**src/gdpg_pkg.sv**
```systemverilog
// Shared constants and carrier types for the gaussian double pulse generator
`default_nettype none
package gdpg_pkg;
  localparam int unsigned CLK_MHZ        = 100;
  localparam int unsigned STEP_NS        = 50;
  localparam int unsigned STEP_CYC       = STEP_NS * CLK_MHZ / 1000;
  localparam int unsigned MARK_NS        = 400;
  localparam int unsigned MARK_CYC       = (MARK_NS * CLK_MHZ + 999) / 1000;
  // Limits in 0.05 us steps; rate limits in pairs per second
  localparam logic [11:0] WIDTH_MIN      = 12'h032;
  localparam logic [11:0] WIDTH_MAX      = 12'h0a0;
  localparam logic [11:0] RISE_MIN       = 12'h010;
  localparam logic [11:0] RISE_MAX       = 12'h073;
  localparam logic [11:0] FALL_MIN       = 12'h01e;
  localparam logic [11:0] FALL_MAX       = 12'h073;
  localparam logic [11:0] SPACE_MIN      = 12'h0b4;
  localparam logic [11:0] SPACE_MAX      = 12'h384;
  localparam logic [15:0] RATE_MIN       = 16'h000a;
  localparam logic [15:0] RATE_MAX       = 16'h1770;
  // Steps per second
  localparam int unsigned STEPS_PER_SEC  = 20000000;
  // Register byte addresses
  localparam logic [7:0]  ADDR_CTRL      = 8'h00;
  localparam logic [7:0]  ADDR_WIDTH     = 8'h04;
  localparam logic [7:0]  ADDR_RISE      = 8'h08;
  localparam logic [7:0]  ADDR_FALL      = 8'h0c;
  localparam logic [7:0]  ADDR_SPACE     = 8'h10;
  localparam logic [7:0]  ADDR_RATE      = 8'h14;
  localparam logic [7:0]  ADDR_STATUS    = 8'h18;
  // Reset values
  localparam logic [11:0] WIDTH_RST      = 12'h046;
  localparam logic [11:0] RISE_RST       = 12'h032;
  localparam logic [11:0] FALL_RST       = 12'h032;
  localparam logic [11:0] SPACE_RST      = 12'h0f0;
  localparam logic [15:0] RATE_RST       = 16'h1770;
  localparam int unsigned AMP_W          = 8;

  typedef struct packed {
    logic        trigMode;
    logic        enable;
    logic [11:0] width;
    logic [11:0] rise;
    logic [11:0] fall;
    logic [11:0] space;
    logic [15:0] rate;
  } gdpg_cfg_t;

  typedef enum logic [4:0] {
    ST_IDLE  = 5'h01,
    ST_RISE  = 5'h02,
    ST_FLAT  = 5'h04,
    ST_FALL  = 5'h08,
    ST_GAP   = 5'h10
  } gdpg_state_t;
endpackage
`default_nettype wire

```
**src/gdpg_gen.sv**
```systemverilog
// Gaussian double pulse generator with APB register slave
//
// What this block does
// Each event is a pair of gaussian-shaped pulses, not rectangles.
// Continuous and triggered modes; all parameters stay adjustable in both.
// Pulse width programmable from 2.50 us to 8.00 us.
// Rise time programmable 0.80 us to 5.75 us, independent of width.
// Fall time programmable 1.50 us to 5.75 us.
// Pair spacing programmable 9.00 us to 45.00 us.
// All times, repetition period included, step in 0.05 us units.
// Rise and fall measured between 10% and 90% amplitude.
// Width measured between the two half-amplitude points.
// Gaussian rise and fall derived from chosen width.
// Curve in discrete steps; edge done within one step of end.
// Marker timed from that same one-step completion criterion.
// One marker per pair, at start of first pulse.
// Marker held active 400 ns.
// Outside source drives a logic-level trigger pulse.
// Shape output kept time-aligned with the RF pulse.
// Repetition rate given in pulse pairs per second.
// Illegal width/rise/fall/spacing disables outputs and flags error.
// Restore-gaussian recomputes edges from width and re-enables output.
// Continuous: a pair each period; triggered: one per trigger edge, edges during a running pair ignored.
// Second pulse starts one spacing after start of the first.
//
// The address map and register access over APB are this design's own decisions.
`default_nettype none
module gdpg_gen #(
  parameter int unsigned AMP_W = gdpg_pkg::AMP_W
) (
  // Clock and reset
  input  wire logic             clk,
  input  wire logic             rstn,
  // APB slave
  input  wire logic             psel,
  input  wire logic             penable,
  input  wire logic             pwrite,
  input  wire logic [7:0]       paddr,
  input  wire logic [31:0]      pwdata,
  output logic      [31:0]      prdata,
  output logic                  pready,
  output logic                  pslverr,
  // Trigger and outputs
  input  wire logic             trigIn,
  output logic      [AMP_W-1:0] video,
  output logic                  sync,
  output logic                  profileErr
);
  localparam logic [AMP_W-1:0] AMP_TOP = {AMP_W{1'b1}};

  typedef struct packed {
    gdpg_pkg::gdpg_cfg_t   cfg;
    gdpg_pkg::gdpg_state_t st;
    logic                  second;
    logic [11:0]           phase;
    logic [31:0]           periodCnt;
    logic [11:0]           spaceCnt;
    logic                  spaceRun;
    logic [7:0]            stepDiv;
    logic [7:0]            markCnt;
    logic [7:0]            syncLen;
    logic                  trigPrev;
    logic [AMP_W-1:0]      amp;
    logic [31:0]           rdata;
  } gdpg_reg_t;

  gdpg_reg_t r;
  gdpg_reg_t next_r;

  // Smooth-step approximation of a gaussian edge over x in 0..n
  function automatic logic [AMP_W-1:0] edgeAmp(
    input logic [11:0] x,
    input logic [11:0] n
  );
    logic [23:0] num;
    logic [23:0] f;
    logic [31:0] s;
    num = {4'h0, x, 8'h00};
    f   = (n == 12'h000) ? 24'h0000ff : num / {12'h000, n};
    if (f > 24'h0000ff)
      f = 24'h0000ff;
    // 3f^2 - 2f^3 over 8-bit f gives a bell-like S curve
    s = (32'(f) * 32'(f) * (32'h000002fd - 32'(f) * 32'h2)) >> 16;
    edgeAmp = s[7:0];
  endfunction

  function automatic logic inRange(
    input logic [11:0] v,
    input logic [11:0] lo,
    input logic [11:0] hi
  );
    inRange = (v >= lo) && (v <= hi);
  endfunction

  logic        stepTick;
  logic        legal;
  logic [31:0] periodSteps;
  logic        trigEdge;
  logic        startPair;
  logic [12:0] edgeSum;
  logic [13:0] pulseSum;
  logic [11:0] gaussEdge;
  logic [11:0] halfWidth;
  logic [11:0] gaussFall;
  logic [11:0] gaussRise;
  logic        apbWr;

  assign stepTick    = (r.stepDiv == 8'(gdpg_pkg::STEP_CYC - 1));
  assign edgeSum     = {1'b0, r.cfg.rise} + {1'b0, r.cfg.fall};
  assign pulseSum    = {1'b0, edgeSum} + {2'b00, r.cfg.width};
  // Width/rise/fall/spacing consistency gates the outputs
  assign legal       = ({1'b0, r.cfg.width} >= edgeSum)
                    && (pulseSum <= {2'b00, r.cfg.space});
  // Pairs per second become a period in 0.05 us steps
  assign periodSteps = (r.cfg.rate == 16'h0000) ? 32'hffffffff
                     : 32'(gdpg_pkg::STEPS_PER_SEC) / {16'h0, r.cfg.rate};
  assign trigEdge    = trigIn && !r.trigPrev;
  // For a gaussian, t10-90 is about 0.64 of the 50% width
  assign gaussEdge   = 12'((32'(r.cfg.width) * 32'd164) >> 8);
  // Restored edges are capped so that rise plus fall never exceeds the
  // width; a pure 0.64 ratio would leave the profile illegal
  assign halfWidth   = r.cfg.width >> 1;
  assign gaussFall   = (gaussEdge <= halfWidth) ? gaussEdge
                     : (halfWidth >= gdpg_pkg::FALL_MIN) ? halfWidth
                     : gdpg_pkg::FALL_MIN;
  assign gaussRise   = (gaussEdge <= r.cfg.width - gaussFall) ? gaussEdge
                     : r.cfg.width - gaussFall;
  assign apbWr       = psel && penable && pwrite;

  always_comb
  begin
    next_r = r;
    next_r.trigPrev = trigIn;
    next_r.stepDiv  = stepTick ? 8'h00 : r.stepDiv + 8'h01;
    startPair = 1'b0;
    // Pair start: period in continuous mode, one per edge while idle triggered
    if (r.cfg.trigMode)
      startPair = trigEdge && (r.st == gdpg_pkg::ST_IDLE) && !r.spaceRun;
    else if (stepTick)
      startPair = (r.periodCnt == 32'h0) && !r.spaceRun;
    if (stepTick && !r.cfg.trigMode)
      next_r.periodCnt = (r.periodCnt == 32'h0) ? periodSteps - 32'h1
                                                : r.periodCnt - 32'h1;
    if (r.markCnt != 8'h00)
      next_r.markCnt = r.markCnt - 8'h01;
    // Length of the current marker, kept for the width check
    next_r.syncLen = sync ? r.syncLen + 8'h01 : 8'h00;
    if (startPair && legal && r.cfg.enable)
    begin
      next_r.st       = gdpg_pkg::ST_RISE;
      next_r.second   = 1'b0;
      next_r.phase    = 12'h000;
      next_r.spaceRun = 1'b1;
      next_r.spaceCnt = 12'h000;
      next_r.stepDiv  = 8'h00;
      // Marker opens with the shape output for 400 ns
      next_r.markCnt  = 8'(gdpg_pkg::MARK_CYC);
    end
    else if (stepTick)
    begin
      if (r.spaceRun)
      begin
        next_r.spaceCnt = r.spaceCnt + 12'h001;
        // Second pulse one spacing after the first began
        if (r.spaceCnt + 12'h001 == r.cfg.space)
        begin
          next_r.spaceRun = 1'b0;
          next_r.st       = gdpg_pkg::ST_RISE;
          next_r.second   = 1'b1;
          next_r.phase    = 12'h000;
        end
      end
      next_r.phase = (next_r.phase == r.phase) ? r.phase + 12'h001
                                               : next_r.phase;
      // Edges end at the step where the curve is within one step
      unique case (r.st)
        gdpg_pkg::ST_IDLE: next_r.phase = 12'h000;
        gdpg_pkg::ST_RISE:
          if (r.phase + 12'h001 >= r.cfg.rise)
          begin
            next_r.st    = gdpg_pkg::ST_FLAT;
            next_r.phase = 12'h000;
          end
        gdpg_pkg::ST_FLAT:
          // Top holds width minus half of each edge
          if ({1'b0, r.phase} + 13'h1 + (edgeSum >> 1)
              >= {1'b0, r.cfg.width})
          begin
            next_r.st    = gdpg_pkg::ST_FALL;
            next_r.phase = 12'h000;
          end
        gdpg_pkg::ST_FALL:
          if (r.phase + 12'h001 >= r.cfg.fall)
          begin
            next_r.st    = r.second ? gdpg_pkg::ST_IDLE : gdpg_pkg::ST_GAP;
            next_r.phase = 12'h000;
          end
        gdpg_pkg::ST_GAP:
          next_r.phase = 12'h000;
        default: next_r.st = gdpg_pkg::ST_IDLE;
      endcase
    end
    // Amplitude registered so video and RF gating share one edge
    unique case (r.st)
      gdpg_pkg::ST_RISE: next_r.amp = edgeAmp(r.phase, r.cfg.rise);
      gdpg_pkg::ST_FLAT: next_r.amp = AMP_TOP;
      gdpg_pkg::ST_FALL: next_r.amp = ~edgeAmp(r.phase, r.cfg.fall);
      default:           next_r.amp = '0;
    endcase
    // Illegal profile forces everything off until fixed
    if (!legal || !r.cfg.enable)
    begin
      next_r.st       = gdpg_pkg::ST_IDLE;
      next_r.spaceRun = 1'b0;
      next_r.amp      = '0;
      next_r.markCnt  = 8'h00;
    end
    // Registers writable in either mode at any time
    if (apbWr)
    begin
      unique case (paddr)
        gdpg_pkg::ADDR_CTRL:
        begin
          next_r.cfg.trigMode = pwdata[0];
          next_r.cfg.enable   = pwdata[1];
          if (pwdata[2])
          begin
            // Restore gaussian edges from width and re-enable
            next_r.cfg.rise   = gaussRise;
            next_r.cfg.fall   = gaussFall;
            next_r.cfg.enable = 1'b1;
          end
        end
        // Out-of-range writes are ignored and keep the old value
        gdpg_pkg::ADDR_WIDTH: next_r.cfg.width = inRange(pwdata[11:0],
          gdpg_pkg::WIDTH_MIN, gdpg_pkg::WIDTH_MAX) ? pwdata[11:0]
          : r.cfg.width;
        gdpg_pkg::ADDR_RISE: next_r.cfg.rise = inRange(pwdata[11:0],
          gdpg_pkg::RISE_MIN, gdpg_pkg::RISE_MAX) ? pwdata[11:0]
          : r.cfg.rise;
        gdpg_pkg::ADDR_FALL: next_r.cfg.fall = inRange(pwdata[11:0],
          gdpg_pkg::FALL_MIN, gdpg_pkg::FALL_MAX) ? pwdata[11:0]
          : r.cfg.fall;
        gdpg_pkg::ADDR_SPACE: next_r.cfg.space = inRange(pwdata[11:0],
          gdpg_pkg::SPACE_MIN, gdpg_pkg::SPACE_MAX) ? pwdata[11:0]
          : r.cfg.space;
        gdpg_pkg::ADDR_RATE:
          if (pwdata[15:0] >= gdpg_pkg::RATE_MIN
              && pwdata[15:0] <= gdpg_pkg::RATE_MAX)
            next_r.cfg.rate = pwdata[15:0];
        default: next_r.cfg = r.cfg;
      endcase
    end
    // Read data captured in the setup cycle, shown in the access cycle
    unique case (paddr)
      gdpg_pkg::ADDR_CTRL:   next_r.rdata = {30'h0, r.cfg.enable,
                                             r.cfg.trigMode};
      gdpg_pkg::ADDR_WIDTH:  next_r.rdata = {20'h0, r.cfg.width};
      gdpg_pkg::ADDR_RISE:   next_r.rdata = {20'h0, r.cfg.rise};
      gdpg_pkg::ADDR_FALL:   next_r.rdata = {20'h0, r.cfg.fall};
      gdpg_pkg::ADDR_SPACE:  next_r.rdata = {20'h0, r.cfg.space};
      gdpg_pkg::ADDR_RATE:   next_r.rdata = {16'h0, r.cfg.rate};
      gdpg_pkg::ADDR_STATUS: next_r.rdata = {26'h0, r.st, !legal};
      default:               next_r.rdata = 32'h0;
    endcase
  end

  always_ff @(posedge clk or negedge rstn)
  begin
    if (!rstn)
    begin
      r            <= '0;
      r.st         <= gdpg_pkg::ST_IDLE;
      r.cfg.enable <= 1'b1;
      r.cfg.width  <= gdpg_pkg::WIDTH_RST;
      r.cfg.rise   <= gdpg_pkg::RISE_RST;
      r.cfg.fall   <= gdpg_pkg::FALL_RST;
      r.cfg.space  <= gdpg_pkg::SPACE_RST;
      r.cfg.rate   <= gdpg_pkg::RATE_RST;
    end
    else
      r <= next_r;
  end

  logic mapped;
  assign mapped  = (paddr <= gdpg_pkg::ADDR_STATUS) && (paddr[1:0] == 2'b00);
  assign pready  = 1'b1;
  assign pslverr = psel && penable && !mapped;
  assign prdata  = r.rdata;
  assign video   = r.amp;
  assign sync    = (r.markCnt != 8'h00);
  assign profileErr = !legal;

  a_mark_width: assert property (@(posedge clk) disable iff (!rstn)
    $fell(sync) |-> r.syncLen == 8'(gdpg_pkg::MARK_CYC))
    else $error("marker width not 400 ns");
  a_illegal_off: assert property (@(posedge clk) disable iff (!rstn)
    !legal |=> (video == '0) && !sync)
    else $error("outputs live on illegal profile");
  a_mark_start: assert property (@(posedge clk) disable iff (!rstn)
    $rose(sync) |-> r.st == gdpg_pkg::ST_RISE && !r.second)
    else $error("marker not at first pulse start");
  a_gauss_set: assert property (@(posedge clk) disable iff (!rstn)
    apbWr && paddr == gdpg_pkg::ADDR_CTRL && pwdata[2]
    |=> r.cfg.enable && r.cfg.rise + r.cfg.fall <= r.cfg.width)
    else $error("restore gaussian failed");
  a_trig_once: assert property (@(posedge clk) disable iff (!rstn)
    r.cfg.trigMode && !trigEdge && r.st == gdpg_pkg::ST_IDLE
    && !r.spaceRun |=> !$rose(sync))
    else $error("pair without trigger");
  a_width_range: assert property (@(posedge clk) disable iff (!rstn)
    r.cfg.width >= gdpg_pkg::WIDTH_MIN
    && r.cfg.width <= gdpg_pkg::WIDTH_MAX)
    else $error("width out of range");
  a_space_range: assert property (@(posedge clk) disable iff (!rstn)
    r.cfg.space >= gdpg_pkg::SPACE_MIN
    && r.cfg.space <= gdpg_pkg::SPACE_MAX)
    else $error("spacing out of range");
  a_err_flag: assert property (@(posedge clk) disable iff (!rstn)
    profileErr == (r.cfg.rise + r.cfg.fall > r.cfg.width
    || pulseSum > {2'b00, r.cfg.space}))
    else $error("error flag mismatch");
endmodule
`default_nettype wire

```
**config.mk**
```make
export PLATFORM = sky130hd
export DESIGN_NAME = gdpg_gen
export DESIGN_NICKNAME = d
export VERILOG_FILES = /design/src/gdpg_pkg.sv /design/src/gdpg_gen.sv
export SDC_FILE = /design/constraint.sdc
export NUM_CORES = 2
export LEC_CHECK = 0
export ABC_AREA = 1
export BUFFER_PORTS_ARGS = -buffer_cell sky130_fd_sc_hd__buf_4
export CAP_MARGIN = 20
export CORE_MARGIN = 2
export CORE_UTILIZATION = 50
export CTS_CLUSTER_SIZE = 40
export DETAILED_ROUTE_END_ITERATION = 6
export PLACE_DENSITY = 0.65
export SYNTH_ARGS = -nofsm -noshare
export SYNTH_HDL_FRONTEND = slang
export SYNTH_SLANG_ARGS = --single-unit
export TNS_END_PERCENT = 50
```
**constraint.sdc**
```tcl
create_clock -name clk -period 81.1 [get_ports clk]
set_input_delay 16.22 -clock clk [delete_from_list [all_inputs] [get_ports clk]]
set_output_delay 16.22 -clock clk [all_outputs]
set_load 0.03 [all_outputs]
```
==> impl_metrics.json <==
{
  "outcome": "finished, violations left",
  "violations": "design-rule violations",
  "antenna_found_initial": 10,
  "ant_nets": 0,
  "wl_per_cell_um": 15.92,
  "worstSetupEndpointType": "flop",
  "relSlewSlack_pct": 21.43,
  "place_congestion": 0.9592,
  "rrSetupSlack_ns": 7.55,
  "grt_max_degree": 107,
  "routed_via_density": 5.322,
  "grt_usage_pct": 27.53,
  "worstHoldPathCells": 2,
  "worst_hold_slack_ns": 0.4936,
  "synth_cells": 13390,
  "core_area_mm2": 0.1829,
  "dpl.hpwl_um": 216200,
  "postPlaceCellArea_mm2": 0.09655,
  "crit_slowest_cell": "dfrtp_1",
  "synth.top_cell.area_share_pct": 18.17,
  "yosysSeqAreaShare_pct": 4.653,
  "grt_pass1_vias": 84960,
  "ys_types": 93,
  "critical_path_class": "flop to flop",
  "synth_common_cells": "2665 x nand2_1, 2424 x inv_1, 1336 x ha_1",
  "grt_pass1_wl_um": 424600,
  "finalCritPeriodShare_pct": 90.69,
  "clk_pin_slew_ns": 0.09,
  "path_common_cell": "nand2_1",
  "ys_ff_latch": 170,
  "clock-sinks": 170,
  "syn_to_final_growth_pct": 6.088,
  "hold_buffers": 0,
  "tightestPinTransition_ns": 1.174,
  "port_buffers": 56,
  "grt-ovfl-total": 0,
  "slowest_delay_ns": 0.53,
  "synthFlopType": "dfrtp_1",
  "first_iter_violations": 5092,
  "dr.pass1.iters": 7,
  "num_io_pins": 90,
  "numCtsBuffers": 17,
  "start_util_pct": 50.31,
  "hold_viol": 0,
  "synth.area.top_cells": "ha_1 18%, fa_1 17%, nand2_1 11%",
  "synth_area_mm2": 0.09201,
  "drc": 7,
  "rows": 157,
  "die_x_um": 433.0,
  "maxSlewViolCount": 0,
  "clockBufferDepth": 2,
  "startpoint_type": "flop",
  "drive_gt1_share_pct": 6.441,
  "async_flop_share_pct": 100.0,
  "regArea_mm2": 0.004283,
  "synth_area_leader_cell": "ha_1",
  "vias": 87010,
  "drt_wl_total_um": 260300,
  "clock_skew_ns": 0.02686,
  "die_height_um": 433.0,
  "yosysMostFrequentCell": "nand2_1",
  "cts_tree": "yes",
  "report.final.setup_viol": 0,
  "clockRootBuffer": "clkbuf_16",
  "synth-edff-count": 0,
  "multiInputGateArea_mm2": 0.07876,
  "dieArea_mm2": 0.1875,
  "final_area_mm2": 0.09761,
  "final_nets": 16020,
  "syn_area_per_cell_um2": 6.870,
  "synth_warnings": 0,
  "cp.required_ns": 81.47,
  "h-tree-depth": 4,
  "fmax_ghz": 0.01360,
  "fillers": 18170,
  "cap_violations": 0,
  "arrival_ns": 73.92,
  "period_needed_ns": 73.55,
  "cp_max_fo": 28,
  "min_path_type": "flop to flop",
  "clk_latency_ns": 0.52,
  "rr_worst_depth": 485
}
worst max-delay path: cells and delay by family (launching register included):
kind                     cells  cell delay [ns]
adder cells (fa/ha/maj)     32            10.52
flip-flops                   1             0.53
buffers and inverters       63             7.72
AND/OR/NAND/NOR            225            26.82
XOR/XNOR                     1             0.16
AO/OA/AOI/OAI              164            27.20
worst paths after layout:
check | end | from
min | r[192] | r[192]
max | r[108] | r[129]
min in group asynchronous | prdata[2] | rstn
min reg2reg | r[192] | r[192]
max in group asynchronous | r[128] | rstn
max reg2reg | r[108] | r[129]
layout by cell type (no fill, tap or decap), types with 86 or more instances in the layout:
cell      synthesis  routed
nand2_2         115     115
nor3_1          101     101
or2_2            86      86
fa_1            774     774
nand3_2          95      96
dfrtp_1         148     147
o21ai_0         875     859
nand3_1         637     635
ha_1           1336    1336
nand2_1        2665    2665
buf_4            61     170
xor2_1          557     557
a21oi_1         834     833
o21bai_1        138     138
nor2_1          873     870
o21ai_1         108     124
xnor2_1         316     316
inv_1          2424    2416
conb_1            2     547
nand4_1         185     185
flip-flops by register name, summed over array words and instances, names as in the netlist:
register,cells
r,135
prdata,16
halfWidth,11
video,8
kinds of logic (layout without fill, tap and decap cells):
kind of cell / Yosys count / after routing / share of synthesized area (%)
DFF: 170 / 170 / 4.653
other: 2 / 552 / 0.008162
and+or+nand+nor: 5052 / 5061 / 25.03
xor gates and xnor gates: 877 / 877 / 8.402
adders and majority gates: 2110 / 2110 / 35.01
buffers and inverters: 2792 / 2725 / 12.20
AOI/OAI and AO/OA: 2390 / 2390 / 14.70
repair_timing:
item / CTS / global route
resized for setup: 0 / 49
hold endpoints to repair: 0 / 0
setup buffers: 0 / 24
endpoints found under the setup margin: 0 / 32
per-layer routing:
| metal | up-vias | GRT usage, % | routed length [um] |
|---|---|---|---|
| met5 | - | 0 | 46 |
| met4 | 6 | 9.337 | 9446 |
| met3 | 372 | 2.146 | 12130 |
| met2 | 1951 | 46.64 | 119900 |
| met1 | 41060 | 36.88 | 118800 |
| li1 | 43630 | - | - |
metrics by stage:
stage | std cells | TNS (ns) | worst slack (ns) | util, %
3_5_place_dp | 16270 | 0 | 2.776 | 52.79
6_report | 16350 | 0 | 7.550 | 53.37
3_3_place_gp | 16270 | 0 | 4.732 | 52.79
5_1_grt | 16350 | -0.0002132 | -0.0002132 | 53.37
2_1_floorplan | 13940 | 0 | 12.37 | -
4_1_cts | 16310 | 0 | 2.612 | 53.11
layout make-up:
| class | count | area share, % |
|---|---|---|
| Timing Repair Buffer | 174 | 1.368 |
| Clock inverter | 14 | 0.1551 |
| Sequential cell | 170 | 4.388 |
| Multi-Input combinational cell | 10990 | 80.69 |
| Inverter | 2515 | 9.755 |
| Antenna cell | 5 | 0.01282 |
| Clock buffer | 18 | 0.4499 |
| Tap cell | 2464 | 3.158 |
| Timing Repair inverter | 4 | 0.02564 |
Power is left out: the tool's default activity adds up to more than one toggle a clock period on the data nets, which glitch-free logic cannot reach.
